===== config.mk =====
export PLATFORM = sky130hd
export DESIGN_NAME = cnta_top
export DESIGN_NICKNAME = d
export VERILOG_FILES = /design/src/hdl/cnta_channel.v /design/src/hdl/cnta_top.v
export VERILOG_INCLUDE_DIRS = /design/src /design/src/hdl
export SDC_FILE = /design/constraint.sdc
export NUM_CORES = 1
export LEC_CHECK = 0
export BUFFER_PORTS_ARGS = -buffer_cell sky130_fd_sc_hd__buf_2
export CORE_ASPECT_RATIO = 0.6
export CORE_MARGIN = 2
export CORE_UTILIZATION = 60
export DETAILED_ROUTE_END_ITERATION = 16
export MAX_ROUTING_LAYER = met4
export PLACE_DENSITY = 0.8
export SYNTH_ARGS = -nofsm -noshare
export SYNTH_HDL_FRONTEND = slang
export SYNTH_SLANG_ARGS = --single-unit

===== constraint.sdc =====
create_clock -name sys_clk -period 4 [get_ports sys_clk]
set_clock_uncertainty 0.1 [all_clocks]
set_input_delay 0.2 -clock sys_clk [delete_from_list [all_inputs] [get_ports sys_clk]]
set_output_delay 0.2 -clock sys_clk [all_outputs]
set_load 0.03 [all_outputs]

===== src/hdl/cnta_consts.vh =====
// Constants for the counter array: register map, field positions, reset values
`ifndef CNTA_CONSTS_VH
`define CNTA_CONSTS_VH

// Register byte offsets on the AXI4-Lite slave
`define CNTA_OFS_CTRL       8'h00
`define CNTA_OFS_COUNT      8'h04
`define CNTA_OFS_STATUS     8'h08
`define CNTA_OFS_CLEAR      8'h0C
`define CNTA_OFS_IRQEN      8'h10
`define CNTA_OFS_CHAN_BASE  8'h20
`define CNTA_OFS_CHAN_LAST  8'h6C
`define CNTA_CHAN_STRIDE_SH 4
`define CNTA_CHAN_SUB_MODE  2'h0
`define CNTA_CHAN_SUB_LOW   2'h1
`define CNTA_CHAN_SUB_HIGH  2'h2

// Control register fields
`define CNTA_CTRL_RUN       0
`define CNTA_CTRL_WDT_EN    1
`define CNTA_CTRL_RST       2'h0

// Mode register fields (bit 0 mirrors the interrupt enable bit)
`define CNTA_MODE_COMPARATOR_EN      6
`define CNTA_MODE_RISE      5
`define CNTA_MODE_FALL      4
`define CNTA_MODE_MAT       3
`define CNTA_MODE_TOG       2
`define CNTA_MODE_PWM       1
`define CNTA_MODE_IRQ       0
`define CNTA_MODE_RST       7'h00

// Status layout: bits 4..0 module flags, bit 5 counter overflow
`define CNTA_ST_OVF         5
`define CNTA_ST_RST         6'h00

// Misc values
`define CNTA_CNT_RST        16'h0000
`define CNTA_BYTE_RST       8'h00
`define CNTA_LOW_WRAP       8'h00
`define CNTA_CNT_MAX        16'hFFFF
`define CNTA_PIN_RST        1'b1
`define CNTA_RESP_OKAY      2'h0
`define CNTA_RESP_SLVERR    2'h2

`endif


===== src/hdl/cnta_channel.v =====
// One compare/capture module of the counter array
`timescale 1ns/1ns
module cnta_channel (
    input  wire        sys_clk,
    input  wire        reset,
    input  wire        cntNew,
    input  wire [15:0] count,
    input  wire [6:0]  mode,
    input  wire        swWrLow,
    input  wire        swWrHigh,
    input  wire [7:0]  swData,
    input  wire        pinIn,
    output reg  [7:0]  lowReg_r,
    output reg  [7:0]  highReg_r,
    output reg         eventPulse_r,
    output reg         matchPulse_r,
    output reg         pinOut_r,
    output reg         pinOeN_r
);
`include "cnta_consts.vh"

    reg  pinSync1_r;
    reg  pinSync2_r;
    reg  pinLast_r;
    wire comparator_en;
    wire pwmMode;
    wire riseSeen;
    wire fallSeen;
    wire capture;
    wire match;

    ////////////////////////////////////////////////////////////////////////////
    // Mode decode and events
    assign comparator_en     = mode[`CNTA_MODE_COMPARATOR_EN];
    assign pwmMode  = comparator_en & mode[`CNTA_MODE_PWM];
    assign riseSeen = pinSync2_r & ~pinLast_r & mode[`CNTA_MODE_RISE];
    assign fallSeen = ~pinSync2_r & pinLast_r & mode[`CNTA_MODE_FALL];
    assign capture  = riseSeen | fallSeen;
    // Compare only once per counter step, so one match gives one event
    assign match    = cntNew & comparator_en & ~pwmMode & (count == {highReg_r, lowReg_r});

    ////////////////////////////////////////////////////////////////////////////
    // Pin synchroniser, reset to the idle level; first stage feeds only the second
    always @(posedge sys_clk) begin
        if (reset) begin
            pinSync1_r <= `CNTA_PIN_RST;
            pinSync2_r <= `CNTA_PIN_RST;
            pinLast_r  <= `CNTA_PIN_RST;
        end else begin
            pinSync1_r <= pinIn;
            pinSync2_r <= pinSync1_r;
            pinLast_r  <= pinSync2_r;
        end
    end

    ////////////////////////////////////////////////////////////////////////////
    // Value registers: capture beats software, software beats duty reload
    always @(posedge sys_clk) begin
        if (reset) begin
            lowReg_r  <= `CNTA_BYTE_RST;
            highReg_r <= `CNTA_BYTE_RST;
        end else if (capture) begin
            lowReg_r  <= count[7:0];
            highReg_r <= count[15:8];
        end else begin
            if (swWrHigh) begin
                highReg_r <= swData;
            end
            if (swWrLow) begin
                lowReg_r <= swData;
            end else if (pwmMode && cntNew && count[7:0] == `CNTA_LOW_WRAP) begin
                lowReg_r <= highReg_r;
            end
        end
    end

    ////////////////////////////////////////////////////////////////////////////
    // Output pin, event and match pulses
    always @(posedge sys_clk) begin
        if (reset) begin
            pinOut_r     <= `CNTA_PIN_RST;
            pinOeN_r     <= 1'b1;
            eventPulse_r <= 1'b0;
            matchPulse_r <= 1'b0;
        end else begin
            if (pwmMode) begin
                pinOut_r <= (count[7:0] >= lowReg_r);
            end else if (match && mode[`CNTA_MODE_TOG]) begin
                pinOut_r <= ~pinOut_r;
            end
            // Drive the pin only in an output mode; otherwise it serves capture
            pinOeN_r     <= ~(comparator_en & (mode[`CNTA_MODE_PWM] | mode[`CNTA_MODE_TOG]));
            eventPulse_r <= capture | (match & mode[`CNTA_MODE_MAT]);
            matchPulse_r <= match;
        end
    end

endmodule


===== src/hdl/cnta_top.v =====
// Counter array top: shared counter, five modules, watchdog, AXI4-Lite registers
//
// The placing of the registers and register access over AXI4-Lite are this design's own decisions.
`timescale 1ns/1ns
module cnta_top #(
    parameter NUM_MOD = 5,
    parameter WDT_MOD = 4,
    parameter DIV     = 1
) (
    input  wire                 sys_clk,
    input  wire                 reset,
    input  wire [7:0]           s_axi_awaddr,
    input  wire                 s_axi_awvalid,
    output reg                  s_axi_awready,
    input  wire [31:0]          s_axi_wdata,
    input  wire [3:0]           s_axi_wstrb,
    input  wire                 s_axi_wvalid,
    output reg                  s_axi_wready,
    output reg  [1:0]           s_axi_bresp,
    output reg                  s_axi_bvalid,
    input  wire                 s_axi_bready,
    input  wire [7:0]           s_axi_araddr,
    input  wire                 s_axi_arvalid,
    output reg                  s_axi_arready,
    output reg  [31:0]          s_axi_rdata,
    output reg  [1:0]           s_axi_rresp,
    output reg                  s_axi_rvalid,
    input  wire                 s_axi_rready,
    input  wire [NUM_MOD-1:0]   moduleIoPinIn,
    output wire [NUM_MOD-1:0]   moduleIoPinOut,
    output wire [NUM_MOD-1:0]   moduleIoPinOeN,
    output reg                  irq_r,
    output reg                  wdReset_r
);
`include "cnta_consts.vh"

    ////////////////////////////////////////////////////////////////////////////
    // Declarations
    reg  [1:0]           ctrl_r;
    reg  [15:0]          count_r;
    reg  [15:0]          count_nxt;
    reg                  cntNew_r;
    reg  [7:0]           divCnt_r;
    reg  [6*NUM_MOD-1:0] modeFlat_r;
    reg  [NUM_MOD:0]     irqEn_r;
    reg  [NUM_MOD:0]     flags_r;
    reg  [NUM_MOD:0]     flags_nxt;
    reg  [7:0]           awAddr_r;
    reg  [31:0]          wData_r;
    reg  [3:0]           wStrb_r;
    reg                  awHeld_r;
    reg                  wHeld_r;
    reg  [31:0]          rdValue;
    reg                  rdHit;
    reg                  wrHit;
    reg  [NUM_MOD-1:0]   swWrLow;
    reg  [NUM_MOD-1:0]   swWrHigh;
    reg  [NUM_MOD:0]     clrBits;
    wire [8*NUM_MOD-1:0] lowAll;
    wire [8*NUM_MOD-1:0] highAll;
    wire [NUM_MOD-1:0]   eventAll;
    wire [NUM_MOD-1:0]   matchAll;
    wire                 awTake;
    wire                 wTake;
    wire                 doWrite;
    wire                 awHeld_nxt;
    wire                 wHeld_nxt;
    wire                 bvalid_nxt;
    wire                 arTake;
    wire                 rvalid_nxt;
    wire                 divTick;
    wire                 cntWrap;
    wire                 wrCount;
    wire [2:0]           wrChan;
    wire [1:0]           wrSub;
    wire                 wrChanOk;
    wire [2:0]           rdChan;
    wire [1:0]           rdSub;
    wire                 rdChanOk;
    wire [15:0]          wrMerged;

    ////////////////////////////////////////////////////////////////////////////
    // Decoders shared by read and write paths
    function chanHit;
        input [7:0] addr;
        begin
            chanHit = (addr >= `CNTA_OFS_CHAN_BASE) && (addr <= `CNTA_OFS_CHAN_LAST)
                      && (addr[3:2] != 2'h3) && (addr[1:0] == 2'h0);
        end
    endfunction

    function [2:0] chanIdx;
        input [7:0] addr;
        reg   [7:0] rel;
        begin
            rel     = addr - `CNTA_OFS_CHAN_BASE;
            chanIdx = rel[6:4];
        end
    endfunction

    // Byte-lane merge of 16-bit register contents with write data
    function [15:0] mergeLanes;
        input [15:0] old;
        input [31:0] data;
        input [3:0]  strb;
        begin
            mergeLanes[7:0]  = strb[0] ? data[7:0]  : old[7:0];
            mergeLanes[15:8] = strb[1] ? data[15:8] : old[15:8];
        end
    endfunction

    assign wrChanOk = chanHit(awAddr_r);
    assign wrChan   = chanIdx(awAddr_r);
    assign wrSub    = awAddr_r[3:2];
    assign rdChanOk = chanHit(s_axi_araddr);
    assign rdChan   = chanIdx(s_axi_araddr);
    assign rdSub    = s_axi_araddr[3:2];
    assign wrMerged = mergeLanes(count_r, wData_r, wStrb_r);

    ////////////////////////////////////////////////////////////////////////////
    // AXI4-Lite handshakes: address and data taken in any order, answer after both
    assign awTake     = s_axi_awready & s_axi_awvalid;
    assign wTake      = s_axi_wready & s_axi_wvalid;
    assign doWrite    = awHeld_r & wHeld_r & ~s_axi_bvalid;
    assign awHeld_nxt = (awHeld_r | awTake) & ~doWrite;
    assign wHeld_nxt  = (wHeld_r | wTake) & ~doWrite;
    assign bvalid_nxt = doWrite | (s_axi_bvalid & ~s_axi_bready);
    assign arTake     = s_axi_arready & s_axi_arvalid;
    assign rvalid_nxt = arTake | (s_axi_rvalid & ~s_axi_rready);

    always @(posedge sys_clk) begin
        if (reset) begin
            s_axi_awready <= 1'b0;
            s_axi_wready  <= 1'b0;
            s_axi_bvalid  <= 1'b0;
            s_axi_bresp   <= `CNTA_RESP_OKAY;
            s_axi_arready <= 1'b0;
            s_axi_rvalid  <= 1'b0;
            s_axi_rresp   <= `CNTA_RESP_OKAY;
            s_axi_rdata   <= 32'h0000_0000;
            awHeld_r      <= 1'b0;
            wHeld_r       <= 1'b0;
            awAddr_r      <= 8'h00;
            wData_r       <= 32'h0000_0000;
            wStrb_r       <= 4'h0;
        end else begin
            awHeld_r      <= awHeld_nxt;
            wHeld_r       <= wHeld_nxt;
            s_axi_awready <= ~awHeld_nxt;
            s_axi_wready  <= ~wHeld_nxt;
            s_axi_bvalid  <= bvalid_nxt;
            s_axi_arready <= ~rvalid_nxt;
            s_axi_rvalid  <= rvalid_nxt;
            if (awTake) begin
                awAddr_r <= s_axi_awaddr;
            end
            if (wTake) begin
                wData_r <= s_axi_wdata;
                wStrb_r <= s_axi_wstrb;
            end
            if (doWrite) begin
                s_axi_bresp <= wrHit ? `CNTA_RESP_OKAY : `CNTA_RESP_SLVERR;
            end
            if (arTake) begin
                s_axi_rdata <= rdValue;
                s_axi_rresp <= rdHit ? `CNTA_RESP_OKAY : `CNTA_RESP_SLVERR;
            end
        end
    end

    ////////////////////////////////////////////////////////////////////////////
    // Read multiplexer; unmapped addresses read zero with an error response
    always @* begin
        rdValue = 32'h0000_0000;
        rdHit   = 1'b1;
        if (rdChanOk) begin
            case (rdSub)
                `CNTA_CHAN_SUB_MODE: rdValue[6:0] = {modeFlat_r[6*rdChan +: 6], irqEn_r[rdChan]};
                `CNTA_CHAN_SUB_LOW:  rdValue[7:0] = lowAll[8*rdChan +: 8];
                `CNTA_CHAN_SUB_HIGH: rdValue[7:0] = highAll[8*rdChan +: 8];
                default:             rdHit = 1'b0;
            endcase
        end else begin
            case (s_axi_araddr)
                `CNTA_OFS_CTRL:   rdValue[1:0]       = ctrl_r;
                `CNTA_OFS_COUNT:  rdValue[15:0]      = count_r;
                `CNTA_OFS_STATUS: rdValue[NUM_MOD:0] = flags_r;
                `CNTA_OFS_CLEAR:  rdValue            = 32'h0000_0000;   // Write-only
                `CNTA_OFS_IRQEN:  rdValue[NUM_MOD:0] = irqEn_r;
                default:          rdHit = 1'b0;
            endcase
        end
    end

    ////////////////////////////////////////////////////////////////////////////
    // Write decode into strobes for the modules and the flag clear
    always @* begin
        wrHit    = wrChanOk;
        swWrLow  = {NUM_MOD{1'b0}};
        swWrHigh = {NUM_MOD{1'b0}};
        clrBits  = {(NUM_MOD+1){1'b0}};
        if (doWrite && wrChanOk && wStrb_r[0]) begin
            swWrLow[wrChan]  = (wrSub == `CNTA_CHAN_SUB_LOW);
            swWrHigh[wrChan] = (wrSub == `CNTA_CHAN_SUB_HIGH);
        end
        if (!wrChanOk) begin
            case (awAddr_r)
                `CNTA_OFS_CTRL, `CNTA_OFS_COUNT, `CNTA_OFS_IRQEN: wrHit = 1'b1;
                `CNTA_OFS_STATUS: wrHit = 1'b1;   // Read-only, write ignored
                `CNTA_OFS_CLEAR: begin
                    wrHit   = 1'b1;
                    clrBits = (doWrite && wStrb_r[0]) ? wData_r[NUM_MOD:0] : {(NUM_MOD+1){1'b0}};
                end
                default: wrHit = 1'b0;
            endcase
        end
    end

    ////////////////////////////////////////////////////////////////////////////
    // Control, enable and mode registers
    always @(posedge sys_clk) begin
        if (reset) begin
            ctrl_r     <= `CNTA_CTRL_RST;
            irqEn_r    <= `CNTA_ST_RST;
            modeFlat_r <= {NUM_MOD{6'h00}};
        end else if (doWrite && wStrb_r[0]) begin
            if (wrChanOk && wrSub == `CNTA_CHAN_SUB_MODE) begin
                modeFlat_r[6*wrChan +: 6] <= wData_r[6:1];
                irqEn_r[wrChan]           <= wData_r[`CNTA_MODE_IRQ];
            end else if (!wrChanOk && awAddr_r == `CNTA_OFS_CTRL) begin
                ctrl_r <= wData_r[1:0];
            end else if (!wrChanOk && awAddr_r == `CNTA_OFS_IRQEN) begin
                irqEn_r <= wData_r[NUM_MOD:0];
            end
        end
    end

    ////////////////////////////////////////////////////////////////////////////
    // Shared counter with prescaler; software may load it, which shifts all modules
    assign divTick = ctrl_r[`CNTA_CTRL_RUN] && (divCnt_r == DIV[7:0] - 8'h01);
    assign wrCount = doWrite && !wrChanOk && (awAddr_r == `CNTA_OFS_COUNT);
    assign cntWrap = divTick && (count_r == `CNTA_CNT_MAX);

    always @* begin
        count_nxt = count_r;
        if (wrCount) begin
            count_nxt = wrMerged;
        end else if (divTick) begin
            count_nxt = count_r + 16'h0001;
        end
    end

    always @(posedge sys_clk) begin
        if (reset) begin
            count_r  <= `CNTA_CNT_RST;
            divCnt_r <= 8'h00;
            cntNew_r <= 1'b0;
        end else begin
            count_r  <= count_nxt;
            cntNew_r <= wrCount | divTick;
            if (!ctrl_r[`CNTA_CTRL_RUN] || divTick) begin
                divCnt_r <= 8'h00;
            end else begin
                divCnt_r <= divCnt_r + 8'h01;
            end
        end
    end

    ////////////////////////////////////////////////////////////////////////////
    // Compare/capture modules, all fed from the one counter
    genvar gi;
    generate
        for (gi = 0; gi < NUM_MOD; gi = gi + 1) begin : gMod
            cnta_channel uChan (
                .sys_clk      (sys_clk),
                .reset        (reset),
                .cntNew       (cntNew_r),
                .count        (count_r),
                .mode         ({modeFlat_r[6*gi +: 6], irqEn_r[gi]}),
                .swWrLow      (swWrLow[gi]),
                .swWrHigh     (swWrHigh[gi]),
                .swData       (wData_r[7:0]),
                .pinIn        (moduleIoPinIn[gi]),
                .lowReg_r     (lowAll[8*gi +: 8]),
                .highReg_r    (highAll[8*gi +: 8]),
                .eventPulse_r (eventAll[gi]),
                .matchPulse_r (matchAll[gi]),
                .pinOut_r     (moduleIoPinOut[gi]),
                .pinOeN_r     (moduleIoPinOeN[gi])
            );
        end
    endgenerate

    ////////////////////////////////////////////////////////////////////////////
    // Sticky flags: a new event in the clear cycle survives
    always @* begin
        flags_nxt                 = flags_r & ~clrBits;
        flags_nxt[NUM_MOD-1:0]    = flags_nxt[NUM_MOD-1:0] | eventAll;
        flags_nxt[`CNTA_ST_OVF]   = flags_nxt[`CNTA_ST_OVF] | cntWrap;
    end

    always @(posedge sys_clk) begin
        if (reset) begin
            flags_r <= `CNTA_ST_RST;
            irq_r   <= 1'b0;
        end else begin
            flags_r <= flags_nxt;
            irq_r   <= |(flags_r & irqEn_r);
        end
    end

    ////////////////////////////////////////////////////////////////////////////
    // Watchdog on one module only; its reset is a separate internal output,
    // never fed back to the reset input, so the external reset pin is untouched
    always @(posedge sys_clk) begin
        if (reset) begin
            wdReset_r <= 1'b0;
        end else begin
            wdReset_r <= ctrl_r[`CNTA_CTRL_WDT_EN] & matchAll[WDT_MOD];
        end
    end

endmodule

== Yosys cells after proc, flatten, opt, wreduce, memory -nomap -nowiden ==
Cells that the tools add are included.

* $add $sub $neg: 5
* $mul: 2
* $lt $le $gt $ge: 12
* Equality and inequality tests: 23
* Shifts and indexed selects: 5
* Multiplexer cells: 67
* Bitwise logic cells: 120
* Reductions and logical operators: 70

{| class="wikitable"
|+ Operator list
! cell !! number
|-
| 8-bit 2-to-1 mux || 29
|-
| 16-bit == test || 5
|-
| 40-bit by 7-bit indexed part select with 8-bit output || 2
|-
| 1-bit bitwise AND || 60
|-
| 8-bit >= comparator || 5
|-
| 6-bit 2-to-1 mux || 6
|-
| 6-bit negator with 34-bit output || 1
|-
| 6-bit by 34-bit variable shift with 30-bit output, first input constant || 1
|-
| 6-bit by 34-bit indexed part select with 30-bit output || 1
|-
| 1-bit NOT || 33
|-
| 8-bit by 4-bit == test with 1-bit output, second input constant || 4
|-
| 1-bit logical AND || 32
|-
| 8-bit logical NOT || 4
|-
| 16-bit 2-to-1 mux || 2
|-
| 30-bit bitwise mux || 1
|-
| 30-bit by 7-bit indexed part select with 6-bit output || 1
|-
| 2-bit nonzero test || 12
|-
| 1-bit bitwise OR || 21
|-
| 7-bit one-hot mux with 3 select lines || 1
|-
| 1-bit 2-to-1 mux || 17
|-
| 16-bit by 1-bit adder with 16-bit output, second input constant || 1
|-
| 16-bit == test, second input constant || 1
|-
| 8-bit by 3-bit == test with 1-bit output, second input constant || 2
|-
| 8-bit by 5-bit == test with 1-bit output, second input constant || 2
|-
| 33 further kinds || 60
|}

* Flip-flop bits (word level): 251
* Output and inout bits: 53

== Logic depth before layout (Yosys ltp) ==
* Depth after elaboration: 9
* Depth in mapped cells: 14
* Mapped depth without buffers: 12

== By module ==
Synthesis repeated with hierarchy kept, for this count alone.

* Cells, all modules: 1,744
* Area total of the unflattened synthesis: 14,318.7 um^2

{| class="wikitable"
|+ By module, submodules not included
! module !! times used !! cells an instance !! area each (um^2)
|-
| cnta_top || 1 || 939 || 7,462.2
|-
| cnta_channel || 5 || 161 || 1,371.3
|}

== Least setup slack after synthesis ==
No wires, ideal clock.

* Path kind: reg2reg
* Start: register awAddr_r[5]
* End: register modeFlat_r[8]
* Arrival: 2.950 ns
* Slack: 0.823 ns
* Cell stages (with the launch flop): 13
* Buffers on the path: 3
* Clock period less this slack: 3.177 ns
* Cell sequence: dfxtp_1 -> buf_6 -> inv_1 -> ha_1 -> clkbuf_1 -> or3_1 -> nand2_1 -> ha_1 -> clkbuf_1 -> nor2_1 -> nor4bb_1 -> mux2i_1 -> nor2_1

* Longest elaborated chain between the ends: 6

{| class="wikitable"
|+ RTL lines
! element !! line !! source
|-
| start: declaration || cnta_top.v:48 || <nowiki>reg [7:0] awAddr_r;</nowiki>
|-
| start signal: assignment || cnta_top.v:155 || <nowiki>awAddr_r <= s_axi_awaddr;</nowiki>
|-
| branches (longest 6 deep; another with 6-bit negator with 34-bit output) || - ||
|-
| end signal: assignment || cnta_top.v:225 || <nowiki>modeFlat_r <= {NUM_MOD{6'h00}};</nowiki>
|-
| end signal: indexed assignment || cnta_top.v:228 || <nowiki>modeFlat_r[6*wrChan +: 6] <= wData_r[6:1];</nowiki>
|-
| end: declaration || cnta_top.v:44 || <nowiki>reg [6*NUM_MOD-1:0] modeFlat_r;</nowiki>
|}

Several ways; the timed one is not identified.
A chain may end at the register's enable or synchronous reset.

== Worst setup path in the final report ==
* Start: register count_r[0]
* End: register gMod[3].uChan.lowReg_r[1]

* Longest elaborated chain between the ends: 3

{| class="wikitable"
|+ RTL lines
! element !! line !! source
|-
| start: declaration || cnta_top.v:40 || <nowiki>reg [15:0] count_r;</nowiki>
|-
| start signal: assignment || cnta_top.v:255 || <nowiki>count_r <= `CNTA_CNT_RST;</nowiki>
|-
| start signal: assignment || cnta_top.v:259 || <nowiki>count_r <= count_nxt;</nowiki>
|-
| 8-bit logical NOT (no line) || - ||
|-
| 1-bit logical AND (no line) || - ||
|-
| 3-bit nonzero test (no line) || - ||
|-
| end signal: assignment || cnta_channel.v:60 || <nowiki>lowReg_r <= `CNTA_BYTE_RST;</nowiki>
|-
| end signal: assignment || cnta_channel.v:63 || <nowiki>lowReg_r <= count[7:0];</nowiki>
|-
| end signal: assignment || cnta_channel.v:70 || <nowiki>lowReg_r <= swData;</nowiki>
|-
| end: declaration || cnta_channel.v:13 || <nowiki>output reg [7:0] lowReg_r,</nowiki>
|}

Every way passes these cells.

==> results.cfg <==
[worst_setup_path]
reg2reg_to = gMod[3].uChan.lowReg_r[1]
worst-r2r-setup-slack_ns = 0.30
path_class = flip-flop to flip-flop
worstPathMaxFanout = 10
crit_path_start_kind = flip-flop
cpMaxStageDelayCell = nor3_1
required_ns = 4.37
crit-reg2reg-launch = count_r[0]
endpoint_kind = flip-flop
crit_chain = inv_1, ha_1, nand4_1, nor2_1, nor3_1, a22oi_1, a21oi_1
rr_worst_depth = 7
cp.arrival_ns = 4.07
slowest_delay_ns = 0.84

[cts]
cts.htree.levels = 1
path_clk_slew_ns = 0.07
cts_buffers = 23
insertion_delay_ns = 0.55
cts_root_buf = clkbuf_16
cts_tree = done
clock-sinks = 233
clock_path_buffers = 3
cts-resized-gates = 0

[timing]
slew_headroom = 0.2720
setup_viol = 0
worstMarginPinSlew_ns = 1.085
rsz0062_at_grt = no
period_minus_slack_ns = 3.700
finalSetupTns_ns = 0
max_freq_mhz = 270.3
hold_viol = 0
fin_crit_sh = 0.9250
finalMaxSlewViolations = 0

[grt]
grt_pass1_wl_um = 78010
grt_max_degree = 80
track_usage = 0.4288
grt.overflow.total = 0
antenna_found_initial = 1
grt_pass1_vias = 12830

[floorplanning]
start_util = 0.6118
num_rows = 43
die_area_mm2 = 0.02487
die_h_um = 123.0
io_pins = 117
core_area_mm2 = 0.02313
die_x_um = 202.3

[logic_synthesis]
yosysTopAreaCellShare = 0.3296
ys_warn_count = 0
ys_seq_area_frac = 0.3296
postSynth.asyncResetShare = 0
synth_area_leaders = dfxtp_1, ha_1, a21oi_1
synth_flop_cell = dfxtp_1
synth_edf_count = 0
ys_types = 79
synth.cell_area_mm2 = 0.01415
synthCells = 1744
synth_area_leader_cell = dfxtp_1
syn-mean-instance-area_um2 = 8.116
synth_seq_cells = 233

[routing]
vias = 14287
drc_errors = 0
routed_wl_um = 52700
postRouteAntennaNets = 0
first_pass_iters = 7
wire_per_inst_um = 24.76
drt-initial-drc-count = 2326
avgViaCountPerCell = 6.714

[power_and_ir_drop]
ir_drop_v = 0.0004058
clock_power_share = 0.423
p_leak_nw = 5.822
power.switching_mw = 1.396
power.total_mw = 5.026
p_sw_frac = 0.2778
internal-power_mw = 3.630
power_per_cell_area_mw_per_mm2 = 318.8
pwr-share-seq = 0.477
p_comb_frac = 0.100

[hold_path]
hold_class = input port to flip-flop
hold_end = modeFlat_r[24]
hold_depth = 2
min_from = reset

[placed_design]
placed_cell_area_mm2 = 0.01464
gp_congestion = 1.042
io_buffers = 80
dp_hpwl_um = 37200

[final_layout]
syn2layout_area_growth_pct = 11.37
drive_gt1_frac = 0.1448
finalNetCount = 1920
fin_area_mm2 = 0.01576
utilization = 0.6813

[outcome]
status = finished, final reports clean

[flow_run]
max_cap_violations = 0
kinds of logic after synthesis:
family          after synthesis  share of synthesized area
xor+xnor                     55                    0.03403
compound gates              468                     0.2275
simple gates                599                     0.2062
flops                       233                     0.3296
other cells                   1                  0.0002650
mux                         102                    0.07709
fa+ha+maj                    61                    0.05392
buf+inv                     225                    0.07143
layout by cell type, fill, tap and decap left out, types with 16 or more instances in the layout:
| master | n |
|---|---|
| a211oi_1 | 32 |
| a21o_1 | 26 |
| a21oi_1 | 152 |
| a22o_1 | 25 |
| a311oi_1 | 16 |
| a31oi_1 | 29 |
| and3_1 | 17 |
| buf_2 | 79 |
| buf_4 | 51 |
| clkbuf_16 | 23 |
| conb_1 | 18 |
| dfxtp_1 | 233 |
| dlygate4sd3_1 | 41 |
| ha_1 | 61 |
| inv_1 | 61 |
| mux2_2 | 46 |
| mux2i_1 | 55 |
| nand2_1 | 180 |
| nand3_1 | 65 |
| nor2_1 | 149 |
| nor2b_1 | 23 |
| nor3_1 | 27 |
| nor4_1 | 16 |
| o21ai_0 | 31 |
| o22ai_1 | 38 |
| or2_2 | 20 |
| xnor2_1 | 39 |
| xor2_1 | 16 |
cells in the mapped netlist (all sizes together), types with 29 or more instances:
master / n
a211oi: 37
a21oi: 153
a31oi: 29
buf: 55
clkbuf: 109
dfxtp: 233
ha: 61
inv: 61
mux2: 46
mux2i: 55
nand2: 181
nand3: 65
nor2: 151
o21ai: 43
o22ai: 38
xnor2: 39
stage by stage:
| stage | instances | hold slack, ns | worst slack, ns |
|---|---|---|---|
| after floorplan | 1761 | 0.2038 | 0.8229 |
| after global placement | 2044 | 0.2871 | 0.5516 |
| after detailed placement | 2044 | 0.2906 | 0.3764 |
| after CTS | 2125 | 0.01743 | 0.3644 |
| after global routing | 2127 | 0.04751 | 0.04145 |
| final | 2128 | 0.01068 | 0.2999 |
layer usage:
metal  up-vias  wire length (µm)  GRT usage
li1       6373                 -          -
met1      6711             21600     0.5927
met2      1060             20350     0.5693
met3       143              9154     0.1705
met4         0              1598     0.1236
met5         -                 0          -
worst max path at each step:
stage	cells past startpoint	slack, ns	endpoint	from
floorplan	12	0.82	modeFlat_r[8]	awAddr_r[5]
global placement	11	0.55	modeFlat_r[8]	awAddr_r[6]
detailed placement	11	0.38	modeFlat_r[9]	awAddr_r[6]
CTS	11	0.36	modeFlat_r[9]	awAddr_r[6]
global route	11	0.04	modeFlat_r[9]	awAddr_r[6]
finish	7	0.30	gMod[3].uChan.lowReg_r[1]	count_r[0]
sequential cells by signal, indices dropped and copies added (netlist names), 2 cells and up:
register	count
gMod.uChan.highReg_r	40
gMod.uChan.pinSync2_r	5
modeFlat_r	30
flags_r	6
wData_r	16
irqEn_r	6
gMod.uChan.lowReg_r	40
gMod.uChan.pinSync1_r	5
gMod.uChan.pinOeN_r	5
ctrl_r	2
wStrb_r	2
count_r	16
gMod.uChan.eventPulse_r	5
s_axi_rdata	16
awAddr_r	8
gMod.uChan.pinLast_r	5
divCnt_r	8
gMod.uChan.pinOut_r	5
worst max-delay path, delay by kind of cell, from the launching register on:
family	cells	cell delay, ns
fa+ha+maj	1	0.33
flops	1	0.65
buf+inv	1	0.44
simple gates	3	1.71
compound gates	2	0.40
power by group through the flow:
stage | logic (mW) | registers (mW) | clock network, mW
after global placement | 0.437 | 2.45 | 0
after detailed placement | 0.442 | 2.45 | 0
after floorplan | 0.316 | 2.44 | 0
after CTS | 0.473 | 2.39 | 2.13
final | 0.500 | 2.40 | 2.13
after global routing | 0.526 | 2.40 | 2.23
repair_timing:
action                                  CTS  global route
endpoints found under the setup margin    0             0
buffers inserted                          0             0
hold endpoints to repair                 34             0
hold buffers                             41             0
area by class of cell:
cell class,count,area [µm²]
diodes,3,7.507
clock buffers,29,628.1
clock inverters,11,77.57
fillers,1933,7372
inverters,61,229.0
multi-input cells,1303,8542
flip-flops and latches,233,4664
well taps,315,394.1
repair buffers,173,1220
(Power assumes the default switching activity.)
